`src/tccp_pkg.sv`:
```
// Constants for the timer compare, capture and PWM block
// How it works
// - A 16-bit compare value is checked against the count on every timer tick.
// - Compare high byte writes go to staging; low byte write loads both bytes.
// - Selected capture edge copies the count into capture and sets capture flag.
// - Capture value is 16 bits, read-only, zero after reset.
// - Capture low read copies high byte to staging; high read returns staging.
// - PWM mode counts up from zero to top, then down, repeating.
// - Top is 255, 511 or 1023 for 8-, 9- or 10-bit resolution.
// - PWM compares only the low 8, 9 or 10 compare bits.
// - PWM code 10 clears on up match, sets on down; 11 reversed.
// - PWM compare writes go to a holding copy, loaded at top.
// - While held, compare reads return the holding copy.
// - Compare of zero or top drives a fixed level on the next match.
// - Compare equal to top gives no pulse with the undivided clock.
// - PWM sets overflow flag when counting away from zero; flags as normal.
// - Compare pin level before its first update is low, as reset clears it.
// - Edge select zero captures falling edges, one captures rising edges.
// - Noise filter needs four equal successive samples before a capture.
// - PWM select 00 off, 01/10/11 choose 8/9/10-bit PWM.
// - Clock select: stop, undivided, /8, /64, /256, /1024, pin fall, pin rise.
package tccp_pkg;
  // Register indices; byte address is four times the index
  localparam logic [7:0] IDX_CAP_LO = 8'h24;
  localparam logic [7:0] IDX_CAP_HI = 8'h25;
  localparam logic [7:0] IDX_CMP_LO = 8'h2a;
  localparam logic [7:0] IDX_CMP_HI = 8'h2b;
  localparam logic [7:0] IDX_CNT_LO = 8'h2c;
  localparam logic [7:0] IDX_CNT_HI = 8'h2d;
  localparam logic [7:0] IDX_CTRL_B = 8'h2e;
  localparam logic [7:0] IDX_CTRL_A = 8'h2f;
  localparam logic [7:0] IDX_FLAGS = 8'h38;
  // Field positions
  localparam int CA_MODE_LSB = 6;
  localparam int CA_PWM_LSB = 0;
  localparam int CB_NOISE = 7;
  localparam int CB_EDGE = 6;
  localparam int CB_CTC = 3;
  localparam int CB_CS_LSB = 0;
  localparam int FL_CAP = 3;
  localparam int FL_CMP = 4;
  localparam int FL_OVF = 7;
  // Reset values
  localparam logic [7:0] CTRL_RST = 8'h00;
  localparam logic [15:0] CAP_RST = 16'h0000;
  localparam logic [15:0] CMP_RST = 16'h0000;
  localparam logic [15:0] CNT_RST = 16'h0000;
  localparam logic [7:0] STAGE_RST = 8'h00;
  // Tops per resolution
  localparam logic [15:0] TOP8 = 16'h00ff;
  localparam logic [15:0] TOP9 = 16'h01ff;
  localparam logic [15:0] TOP10 = 16'h03ff;
  localparam logic [1:0] PWM_OFF = 2'h0;
  localparam logic [1:0] PWM_8 = 2'h1;
  localparam logic [1:0] PWM_9 = 2'h2;
  localparam logic [1:0] COM_TOG = 2'h1;
  localparam logic [1:0] COM_CLR = 2'h2;
  localparam logic [1:0] COM_SET = 2'h3;
  localparam logic [2:0] CS_DIV1 = 3'h1;
  localparam logic [2:0] CS_DIV8 = 3'h2;
  localparam logic [2:0] CS_DIV64 = 3'h3;
  localparam logic [2:0] CS_DIV256 = 3'h4;
  localparam logic [2:0] CS_DIV1024 = 3'h5;
  localparam logic [2:0] CS_EXT_FALL = 3'h6;
  localparam logic [2:0] CS_EXT_RISE = 3'h7;
  // Prescaler tick masks
  localparam logic [9:0] PRE_M8 = 10'h007;
  localparam logic [9:0] PRE_M64 = 10'h03f;
  localparam logic [9:0] PRE_M256 = 10'h0ff;
  localparam logic [9:0] PRE_M1024 = 10'h3ff;
  typedef enum logic [1:0] {TCCP_UP = 2'b01, TCCP_DOWN = 2'b10} tccp_dir_e;
endpackage

```
`src/tccp_top.sv`:
```
// Timer compare, capture and PWM logic with APB register access
`timescale 1ns/1ps
module tccp_top (
  input wire logic pclk,
  input wire logic presetn,
  input wire logic psel,
  input wire logic penable,
  input wire logic pwrite,
  input wire logic [11:0] paddr,
  input wire logic [31:0] pwdata,
  input wire logic [3:0] pstrb,
  output logic pready,
  output logic [31:0] prdata,
  output logic pslverr,
  input wire logic capture_pin,
  input wire logic count_pin,
  output logic compare_out_pin,
  output logic compare_out_en
);

////////////////////////////////////////////////////////////////////////
// Declarations

logic pready_q, pready_d, slverr_q, slverr_d;
logic [7:0] rdata_q, rdata_d;
logic [7:0] stage_q, stage_d;
logic [7:0] ctrl_a_q, ctrl_a_d, ctrl_b_q, ctrl_b_d, flags_q, flags_d;
logic [15:0] cnt_q, cnt_d, cmp_q, cmp_d, cap_q, cap_d;
logic [9:0] hold_q, hold_d;
logic [9:0] pre_q;
tccp_pkg::tccp_dir_e dir_q, dir_d;
logic [7:0] set_v;
logic out_q, out_d, out_en_q;
logic [1:0] cap_sync_q, ext_sync_q;
logic [3:0] hist_q;
logic lvl_q, lvl_d, ext_prev_q;
logic [7:0] idx;
logic acc, mapped, wr_do, rd_do, tick, match, cap_evt, pwm_on, top_turn;
logic [1:0] com, pwm;
logic [15:0] top, cmp_eff, cmp_view;

function automatic logic is_mapped(input logic [7:0] i);
  case (i)
    tccp_pkg::IDX_CAP_LO, tccp_pkg::IDX_CAP_HI, tccp_pkg::IDX_CMP_LO, tccp_pkg::IDX_CMP_HI,
    tccp_pkg::IDX_CNT_LO, tccp_pkg::IDX_CNT_HI, tccp_pkg::IDX_CTRL_A, tccp_pkg::IDX_CTRL_B,
    tccp_pkg::IDX_FLAGS: is_mapped = 1'b1;
    default: is_mapped = 1'b0;
  endcase
endfunction

////////////////////////////////////////////////////////////////////////
// Synchronisers and decode

always_ff @(posedge pclk or negedge presetn) begin
  if (!presetn) begin
    cap_sync_q <= 2'h0;
    ext_sync_q <= 2'h0;
    hist_q <= 4'h0;
    ext_prev_q <= 1'b0;
    pre_q <= 10'h000;
  end else begin
    cap_sync_q <= {cap_sync_q[0], capture_pin};
    ext_sync_q <= {ext_sync_q[0], count_pin};
    hist_q <= {hist_q[2:0], cap_sync_q[1]};
    ext_prev_q <= ext_sync_q[1];
    pre_q <= pre_q + 10'h001;
  end
end

assign com = ctrl_a_q[tccp_pkg::CA_MODE_LSB +: 2];
assign pwm = ctrl_a_q[tccp_pkg::CA_PWM_LSB +: 2];
assign pwm_on = (pwm != tccp_pkg::PWM_OFF);
assign idx = paddr[9:2];
assign acc = psel & penable;
assign mapped = is_mapped(idx) & (paddr[11:10] == 2'h0) & (paddr[1:0] == 2'h0);
// Side effects land only on the completing edge
assign wr_do = acc & pready_q & pwrite & pstrb[0] & mapped;
assign rd_do = acc & pready_q & ~pwrite & mapped;

always_comb begin
  case (pwm)
    tccp_pkg::PWM_8: top = tccp_pkg::TOP8;
    tccp_pkg::PWM_9: top = tccp_pkg::TOP9;
    default: top = tccp_pkg::TOP10;
  endcase
end

always_comb begin
  case (ctrl_b_q[tccp_pkg::CB_CS_LSB +: 3])
    tccp_pkg::CS_DIV1: tick = 1'b1;
    tccp_pkg::CS_DIV8: tick = (pre_q & tccp_pkg::PRE_M8) == tccp_pkg::PRE_M8;
    tccp_pkg::CS_DIV64: tick = (pre_q & tccp_pkg::PRE_M64) == tccp_pkg::PRE_M64;
    tccp_pkg::CS_DIV256: tick = (pre_q & tccp_pkg::PRE_M256) == tccp_pkg::PRE_M256;
    tccp_pkg::CS_DIV1024: tick = pre_q == tccp_pkg::PRE_M1024;
    tccp_pkg::CS_EXT_FALL: tick = ext_prev_q & ~ext_sync_q[1];
    tccp_pkg::CS_EXT_RISE: tick = ~ext_prev_q & ext_sync_q[1];
    default: tick = 1'b0;
  endcase
end

// PWM compares only the resolution's low bits
assign cmp_eff = pwm_on ? (cmp_q & top) : cmp_q;
assign match = tick & (cnt_q == cmp_eff);
assign cmp_view = pwm_on ? {cmp_q[15:10], hold_q} : cmp_q;
assign top_turn = tick & pwm_on & (dir_q == tccp_pkg::TCCP_UP) & (cnt_q == top);

////////////////////////////////////////////////////////////////////////
// Capture input

always_comb begin
  lvl_d = lvl_q;
  if (ctrl_b_q[tccp_pkg::CB_NOISE]) begin
    // Level moves only after four equal samples
    if (hist_q == 4'hf) begin
      lvl_d = 1'b1;
    end else if (hist_q == 4'h0) begin
      lvl_d = 1'b0;
    end
  end else begin
    lvl_d = cap_sync_q[1];
  end
  cap_evt = ctrl_b_q[tccp_pkg::CB_EDGE] ? (lvl_d & ~lvl_q) : (~lvl_d & lvl_q);
end

always_ff @(posedge pclk or negedge presetn) begin
  if (!presetn) begin
    lvl_q <= 1'b0;
  end else begin
    lvl_q <= lvl_d;
  end
end

////////////////////////////////////////////////////////////////////////
// APB answer: pready one cycle into the access phase

always_comb begin
  pready_d = acc & ~pready_q;
  slverr_d = acc & ~pready_q & ~mapped;
  rdata_d = rdata_q;
  if (acc & ~pready_q) begin
    case (idx)
      tccp_pkg::IDX_CAP_LO: rdata_d = cap_q[7:0];
      tccp_pkg::IDX_CAP_HI: rdata_d = stage_q;
      tccp_pkg::IDX_CMP_LO: rdata_d = cmp_view[7:0];
      tccp_pkg::IDX_CMP_HI: rdata_d = cmp_view[15:8];
      tccp_pkg::IDX_CNT_LO: rdata_d = cnt_q[7:0];
      tccp_pkg::IDX_CNT_HI: rdata_d = stage_q;
      tccp_pkg::IDX_CTRL_A: rdata_d = {com, 4'h0, pwm};
      tccp_pkg::IDX_CTRL_B: rdata_d = {ctrl_b_q[7:6], 2'h0, ctrl_b_q[3:0]};
      tccp_pkg::IDX_FLAGS: rdata_d = flags_q;
      default: rdata_d = 8'h00;
    endcase
  end
end

////////////////////////////////////////////////////////////////////////
// Timer, compare, capture and staging

always_comb begin
  cnt_d = cnt_q;
  dir_d = dir_q;
  cmp_d = cmp_q;
  hold_d = hold_q;
  cap_d = cap_q;
  stage_d = stage_q;
  out_d = out_q;
  ctrl_a_d = ctrl_a_q;
  ctrl_b_d = ctrl_b_q;
  flags_d = flags_q;
  // Flag sets are gathered first so a clear cannot lose them
  set_v = 8'h00;
  if (cap_evt) begin
    cap_d = cnt_q;
  end
  if (!pwm_on) begin
    dir_d = tccp_pkg::TCCP_UP;
    if (tick) begin
      if (match & ctrl_b_q[tccp_pkg::CB_CTC]) begin
        cnt_d = 16'h0000;
      end else begin
        cnt_d = cnt_q + 16'h0001;
      end
      if (cnt_q == 16'hffff) begin
        set_v[tccp_pkg::FL_OVF] = 1'b1;
      end
    end
    if (match) begin
      case (com)
        tccp_pkg::COM_TOG: out_d = ~out_q;
        tccp_pkg::COM_CLR: out_d = 1'b0;
        tccp_pkg::COM_SET: out_d = 1'b1;
        default: out_d = out_q;
      endcase
    end
  end else if (tick) begin
    if (dir_q == tccp_pkg::TCCP_UP) begin
      if (cnt_q == top) begin
        dir_d = tccp_pkg::TCCP_DOWN;
        cnt_d = cnt_q - 16'h0001;
        cmp_d[9:0] = hold_q;
      end else begin
        cnt_d = cnt_q + 16'h0001;
      end
    end else begin
      if (cnt_q == 16'h0000) begin
        dir_d = tccp_pkg::TCCP_UP;
        cnt_d = 16'h0001;
        set_v[tccp_pkg::FL_OVF] = 1'b1;
      end else begin
        cnt_d = cnt_q - 16'h0001;
      end
    end
    if (match & com[1]) begin
      // Zero and top give a steady level, so no pulse at top
      if (cmp_eff == 16'h0000) begin
        out_d = (com == tccp_pkg::COM_SET);
      end else if (cmp_eff == top) begin
        out_d = (com == tccp_pkg::COM_CLR);
      end else if (dir_q == tccp_pkg::TCCP_UP) begin
        out_d = (com == tccp_pkg::COM_SET);
      end else begin
        out_d = (com == tccp_pkg::COM_CLR);
      end
    end
  end
  if (match) begin
    set_v[tccp_pkg::FL_CMP] = 1'b1;
  end
  if (cap_evt) begin
    set_v[tccp_pkg::FL_CAP] = 1'b1;
  end
  // Software clears flags by writing ones; a same-cycle set wins
  if (wr_do && idx == tccp_pkg::IDX_FLAGS) begin
    flags_d = flags_q & ~pwdata[7:0];
  end
  flags_d = flags_d | set_v;
  if (wr_do) begin
    case (idx)
      tccp_pkg::IDX_CMP_HI, tccp_pkg::IDX_CNT_HI: stage_d = pwdata[7:0];
      tccp_pkg::IDX_CMP_LO: begin
        hold_d = {stage_q[1:0], pwdata[7:0]};
        cmp_d[15:10] = stage_q[7:2];
        if (!pwm_on) begin
          cmp_d[9:0] = {stage_q[1:0], pwdata[7:0]};
        end
      end
      tccp_pkg::IDX_CNT_LO: cnt_d = {stage_q, pwdata[7:0]};
      tccp_pkg::IDX_CTRL_A: ctrl_a_d = {pwdata[7:6], 4'h0, pwdata[1:0]};
      tccp_pkg::IDX_CTRL_B: ctrl_b_d = {pwdata[7:6], 2'h0, pwdata[3:0]};
      default: stage_d = stage_q;
    endcase
  end
  if (rd_do) begin
    case (idx)
      tccp_pkg::IDX_CAP_LO: stage_d = cap_q[15:8];
      tccp_pkg::IDX_CNT_LO: stage_d = cnt_q[15:8];
      default: stage_d = stage_d;
    endcase
  end
end

always_ff @(posedge pclk or negedge presetn) begin
  if (!presetn) begin
    pready_q <= 1'b0;
    slverr_q <= 1'b0;
    rdata_q <= 8'h00;
    stage_q <= tccp_pkg::STAGE_RST;
    ctrl_a_q <= tccp_pkg::CTRL_RST;
    ctrl_b_q <= tccp_pkg::CTRL_RST;
    flags_q <= tccp_pkg::CTRL_RST;
    cnt_q <= tccp_pkg::CNT_RST;
    cmp_q <= tccp_pkg::CMP_RST;
    hold_q <= tccp_pkg::CMP_RST[9:0];
    cap_q <= tccp_pkg::CAP_RST;
    dir_q <= tccp_pkg::TCCP_UP;
    // Level is low until the first compare update
    out_q <= 1'b0;
    out_en_q <= 1'b0;
  end else begin
    pready_q <= pready_d;
    slverr_q <= slverr_d;
    rdata_q <= rdata_d;
    stage_q <= stage_d;
    ctrl_a_q <= ctrl_a_d;
    ctrl_b_q <= ctrl_b_d;
    flags_q <= flags_d;
    cnt_q <= cnt_d;
    cmp_q <= cmp_d;
    hold_q <= hold_d;
    cap_q <= cap_d;
    dir_q <= dir_d;
    out_q <= out_d;
    out_en_q <= pwm_on ? com[1] : (com != 2'h0);
  end
end

assign pready = pready_q;
assign pslverr = slverr_q;
assign prdata = {24'h000000, rdata_q};
assign compare_out_pin = out_q;
assign compare_out_en = out_en_q;
endmodule

```
`config.mk`:
```
export PLATFORM = sky130hd
export DESIGN_NAME = tccp_top
export DESIGN_NICKNAME = d
export VERILOG_FILES = /design/src/tccp_pkg.sv /design/src/tccp_top.sv
export SDC_FILE = /design/constraint.sdc
export NUM_CORES = 1
export LEC_CHECK = 0
export ABC_CLOCK_PERIOD_IN_PS = 4600
export BUFFER_PORTS_ARGS = -buffer_cell sky130_fd_sc_hd__buf_2
export CORE_MARGIN = 2
export CORE_UTILIZATION = 34
export CTS_BUF_LIST = sky130_fd_sc_hd__clkbuf_4 sky130_fd_sc_hd__clkbuf_8
export DETAILED_ROUTE_END_ITERATION = 12
export GPL_TIMING_DRIVEN = 0
export PLACE_DENSITY_LB_ADDON = 0.12
export SKIP_CTS_REPAIR_TIMING = 1
export SKIP_LAST_GASP = 1
export SYNTH_ARGS = -nofsm -noshare
export SYNTH_HDL_FRONTEND = slang
export SYNTH_SLANG_ARGS = --single-unit
```
`constraint.sdc`:
```
create_clock -name pclk -period 4.6 [get_ports pclk]
set_clock_uncertainty 0.1 [all_clocks]
set_input_delay 0.46 -clock pclk [delete_from_list [all_inputs] [get_ports pclk]]
set_output_delay 0.46 -clock pclk [all_outputs]
set_load 0.1 [all_outputs]
```
; Word-level counts from Yosys, hierarchy flattened
; Index checks and enable logic that the tools add are counted.
[word_totals]
out_inout_bits = 36
reg_bits = 118
inputBits = 55
[classes]
bitwise = 30
mux = 53
addsub = 3
eq_ne = 35
reduce_logical = 18
[op_table]
columns = op, n
row1 = $mux W16, 10
row2 = $mux W10, 8
row3 = $eq A8 B6 Y1 const B, 9
row4 = $pmux W8 S8, 1
row5 = $eq A16 B16 Y1, 3
row6 = $logic_not A16 Y1, 2
row7 = $mux W8, 4
row8 = $mux W1, 21
row9 = $pmux W10 S2, 1
row10 = $and A1 B1 Y1, 18
row11 = $add A16 B1 Y16 const B, 1
row12 = $and A16 B10 Y16, 1
row13 = $eq A16 B16 Y1 const B, 1
row14 = $pmux W8 S2, 1
row15 = $sub A16 B1 Y16 const B, 1
row16 = $eq A3 B3 Y1 const B, 5
row17 = $add A10 B1 Y10 const B, 1
row18 = $eq A10 B10 Y1 const B, 1
row19 = $mux W2, 5
row20 = $reduce_or A9 Y1, 1
row21 = $and A8 B8 Y8, 1
row22 = $eq A8 B8 Y1 const B, 1
row23 = $not A1 Y1, 8
row24 = $not A8 Y8, 1
row25 = other kinds (22), 33

; Logic depth before layout (Yosys ltp)
[logic_depth]
word_depth = 12
mapped_depth = 13
ltp_nobuf = 10

; Worst setup path before layout
; Ideal clock, no wire load.
[synth_timing]
kind = register -> register
from = register pready_q (netlist: pready)
to = register cmp_q[0]
setup_time_ps = 126
t_arrival_ps = 2544
path_stages_with_launch = 10
period_less_slack_ps = 2770
required_time_ps = 4374
path_slack_ps = 1830
cell_sequence = dfrtp_1 nand3_1 or2_2 a311oi_1 nor3b_2 buf_2 nand2_1 buf_2 nor2_1 a21oi_1
[synth_via]
elab_chain_cells = 5
[synth_lines]
columns = element, line
row1 = "start, declared", tccp_top.sv:24  ; logic pready_q, pready_d, slverr_q, slverr_d;
row2 = "start signal, assigned", tccp_top.sv:280  ; pready_q <= pready_d;
row3 = $and A1 B1 Y1 (4 in series), tccp_top.sv:77  ; assign wr_do = acc & pready_q & pwrite & pstrb[0] & mapped;
row4 = $mux W10, tccp_top.sv:237  ; if (wr_do) begin
row5 = via cmp_d[0], tccp_top.sv:28  ; logic [15:0] cnt_q, cnt_d, cmp_q, cmp_d, cap_q, cap_d;
row6 = "end signal, assigned", tccp_top.sv:272  ; cmp_q <= tccp_pkg::CMP_RST;
row7 = "end signal, assigned", tccp_top.sv:288  ; cmp_q <= cmp_d;
row8 = "end, declared", tccp_top.sv:28
; The timed path passes the listed nets, and every way through them passes these cells.
; A chain may end at the register's enable or synchronous reset.

; Final worst setup path
[layout_timing]
from = register pre_q[0]
to = register out_q (netlist: compare_out_pin)
[layout_via]
elab_chain_cells = 6
[layout_lines]
columns = element, line
row1 = "start, declared", tccp_top.sv:30  ; logic [9:0] pre_q;
row2 = "start signal, assigned", tccp_top.sv:66  ; pre_q <= pre_q + 10'h001;
row3 = $eq A10 B10 Y1 (tied with other cells), tccp_top.sv:94  ; tccp_pkg::CS_DIV1024: tick = pre_q == tccp_pkg::PRE_M1024;
row4 = $pmux W1 S7 (*), tccp_top.sv:89  ; case (ctrl_b_q[tccp_pkg::CB_CS_LSB +: 3])
row5 = $and A1 B1 Y1, tccp_top.sv:103  ; assign match = tick & (cnt_q == cmp_eff);
row6 = $and A1 B1 Y1, tccp_top.sv:213  ; if (match & com[1]) begin
row7 = $ne A2 B1 Y1 (no source line), -
row8 = $reduce_and A4 Y1 (no source line) (*), -
row9 = "end signal, assigned", tccp_top.sv:292  ; out_q <= out_d;
row10 = "end, declared", tccp_top.sv:33  ; logic out_q, out_d, out_en_q;
; Every way passes the cells marked *; elsewhere a longest branch is shown, timed or not.

==> impl_metrics.yaml <==
synth:
  synth-edff-count: 0
  yosysTopAreaCellShare: 0.4238
  async_reset_ff_frac: 1.000
  synth_adder_area_share: 0.01811
  synthFlopType: "dfrtp_1"
  synth_top_area_cell: "dfrtp_1"
  synth_most_common_cell: "dfrtp_1"
  synth.ff_latch_count: 118
  syn_area_per_cell_sq_um: 9.663
  syn_area_sq_mm: 0.006909
  synth_xor_area_frac: 0.03169
  synth_common_cells: "dfrtp_1 (117), nand2_1 (71), mux2i_1 (49), nor2_1 (45), a21oi_1 (41)"
  synth_mux_area_frac: 0.1362
  synth_cells: 715
  ys_seq_area_frac: 0.4276
  yosys_warnings: 0
  synth.distinct_cells: 71
  synthTopCellsByArea: "dfrtp_1 (42%), mux2i_1 (7.1%), mux2_2 (5.9%)"
  synth_top_family_by_area: "simple AND/OR/NAND/NOR gates"
  synth_compound_area_frac: 0.1474
  synth_simple_gate_area_share: 0.1742
worst_setup_path:
  criticalPathCategory: "flip-flop to flip-flop"
  critPathLaunchType: "flip-flop"
  worstPathMaxFanout: 10
  worstPathRequired_ns: 4.85
  cp-end-kind: "flip-flop"
  cp.arrival_ns: 3.74
die:
  io-pin-count: 91
  floorplan.initialDensity: 0.3437
  num_rows: 52
  dieArea_sq_mm: 0.02148
  die-width_um: 146.6
  core_area_sq_mm: 0.02010
  die_y_um: 146.6
placed_design:
  place_congestion: 0.9685
  port_buffers: 39
  dp_hpwl_mm: 16.46
route:
  vias_per_cell: 5.459
  dr.pass1.iters: 5
  finalWirelength_mm: 22.27
  vias: 5912
  drt_iter0_drc: 494
  drc: 0
  wl_per_cell_um: 20.56
  antenna_left: 0
pwr:
  power_density_mw_per_mm2: 284.2
  ir_worst_vdd_mv: 0.1699
  internal_power_mw: 1.546
  p_seq_frac: 0.465
  clkPwrFrac: 0.433
  swShare: 0.3189
  pwr-share-comb: 0.101
  p_leak_nw: 3.468
  switchingPower_mw: 0.7237
  power_mw: 2.269
clock_tree:
  clock_path_buffers: 2
  numCtsBuffers: 17
  cts_tree: "built"
  clk_pin_slew_worst_paths_ns: 0.09
  h-tree-depth: 4
  clock-sinks: 118
  root_buffer: "clkbuf_8"
  worstSkewPairLatency_ns: 0.46
cells_and_area:
  diodes: 0
  layout.nets: 865
  syn_to_final_growth_pct: 15.57
  drive_above_1_share: 0.2054
  nFillCells: 2019
status:
  status: "finished, final reports clean"
min_path:
  hold_class: "flip-flop to flip-flop"
grt:
  antenna_found_initial: 0
  overflow: 0
  grt_pass1_vias: 5823
  track_usage: 0.2141
  grt_max_degree: 92
  grt_pass1_wl_mm: 34.69
flow_run:
  cap_violations: 0
sta:
  tns_ns: 0
  rsz0062_at_grt: "false"
  setup_viol: 0
  finalHoldViolations: 0
  fin_crit_sh: 0.7586
  timing.final.crit_period_ns: 3.489
  timing.fmax_mhz: 286.6
  slew-limit-headroom: 0.1667
  worst_pin_slew_ns: 1.240
  drv_slew: 0
## cell type report
type | instances | area, sq um | share of cell area
inverter | 19 | 71.32 | 0.008931
multi-input combinational | 534 | 3597 | 0.4505
buffer | 67 | 372.9 | 0.04669
tap | 270 | 337.8 | 0.04231
clock inverter | 15 | 158.9 | 0.01990
timing repair buffer | 43 | 259.0 | 0.03243
sequential | 118 | 2954 | 0.3699
clock buffer | 17 | 234.0 | 0.02930
## path summary, 6_finish.rpt
kind | cells after the start | slack, ns | from | end
min reg2reg | 0 | 0.26 | cap_sync_q[0]$_DFF_PN0_ | cap_sync_q[1]$_DFF_PN0_
max in group asynchronous | 3 | 3.32 | presetn | dir_q[0]$_DFFE_PN1P_
min | 0 | 0.26 | cap_sync_q[0]$_DFF_PN0_ | cap_sync_q[1]$_DFF_PN0_
max reg2reg | 9 | 1.11 | pre_q[0]$_DFF_PN0_ | compare_out_pin$_DFFE_PN0P_
min in group asynchronous | 2 | 0.32 | presetn | pre_q[7]$_DFF_PN0_
max | 9 | 1.11 | pre_q[0]$_DFF_PN0_ | compare_out_pin$_DFFE_PN0P_
## cells by family after synthesis
family          after synthesis
flops                       118
xor+xnor                     25
compound gates              155
buf+inv                      86
other cells                   1
fa+ha+maj                    10
mux                          87
simple gates                233
## metrics by stage
stage	setup slack, ns	instances	area, sq um	hold slack (ns)	utilization
6_report	1.111	1083	7985	0.2589	0.3972
5_1_grt	0.9068	1083	7985	0.2621	0.3972
4_1_cts	1.167	1080	7955	-0.2670	0.3957
3_5_place_dp	1.203	1048	7562	0.2449	0.3762
3_3_place_gp	1.139	1047	7528	0.2370	0.3745
2_1_floorplan	1.830	738	6995	0.06441	-
## layout by cell type (no fill, tap or decap), types with 19 or more instances in the layout
cell      count
dfrtp_1     117
nand2_1      71
buf_2        49
mux2i_1      49
nor2_1       45
a21oi_1      41
mux2_2       36
o21ai_0      34
buf_4        26
conb_1       24
clkbuf_1     23
nand3_1      21
inv_1        19
## per-layer routing
layer / wire [um] / part of all wire / GRT usage / up-vias
met3: 2008 / 0.090 / 0.06156 / 49
li1: - / - / - / 2720
met5: 0 / 0 / 0 / -
met4: 782 / 0.035 / 0.08495 / 0
met1: 9785 / 0.44 / 0.2921 / 2890
met2: 9689 / 0.44 / 0.3212 / 253
## worst max-delay path, stage by stage (launching register included)
cell and delay (ns):
dfrtp_1 0.40, ha_1 0.18, nand3_1 0.16, o21ai_0 0.19, a21oi_1 0.11, o21ai_0 0.73
clkbuf_1 0.56, nand2_1 0.31, a211oi_1 0.27, mux2_2 0.36
## power by group through the flow
stage                     combinational [mW]  clock, mW  sequential, mW
final                                  0.230      0.984            1.06
after detailed placement               0.229          0            1.08
after global placement                 0.224          0            1.08
after floorplan                        0.132          0            1.10
after CTS                              0.229       1.01            1.06
after global routing                   0.244       1.05            1.06
## flip-flops by register name (all words and copies together) (netlist names), 2 cells and up
register	flops
rdata_q	8
ctrl_b_q	6
cmp_q	16
pre_q	10
hist_q	4
ext_sync_q	2
stage_q	8
hold_q	10
dir_q	2
cnt_q	16
flags_q	8
cap_q	16
ctrl_a_q	4
cap_sync_q	2
Note: power is estimated with default switching activity, not from simulation.
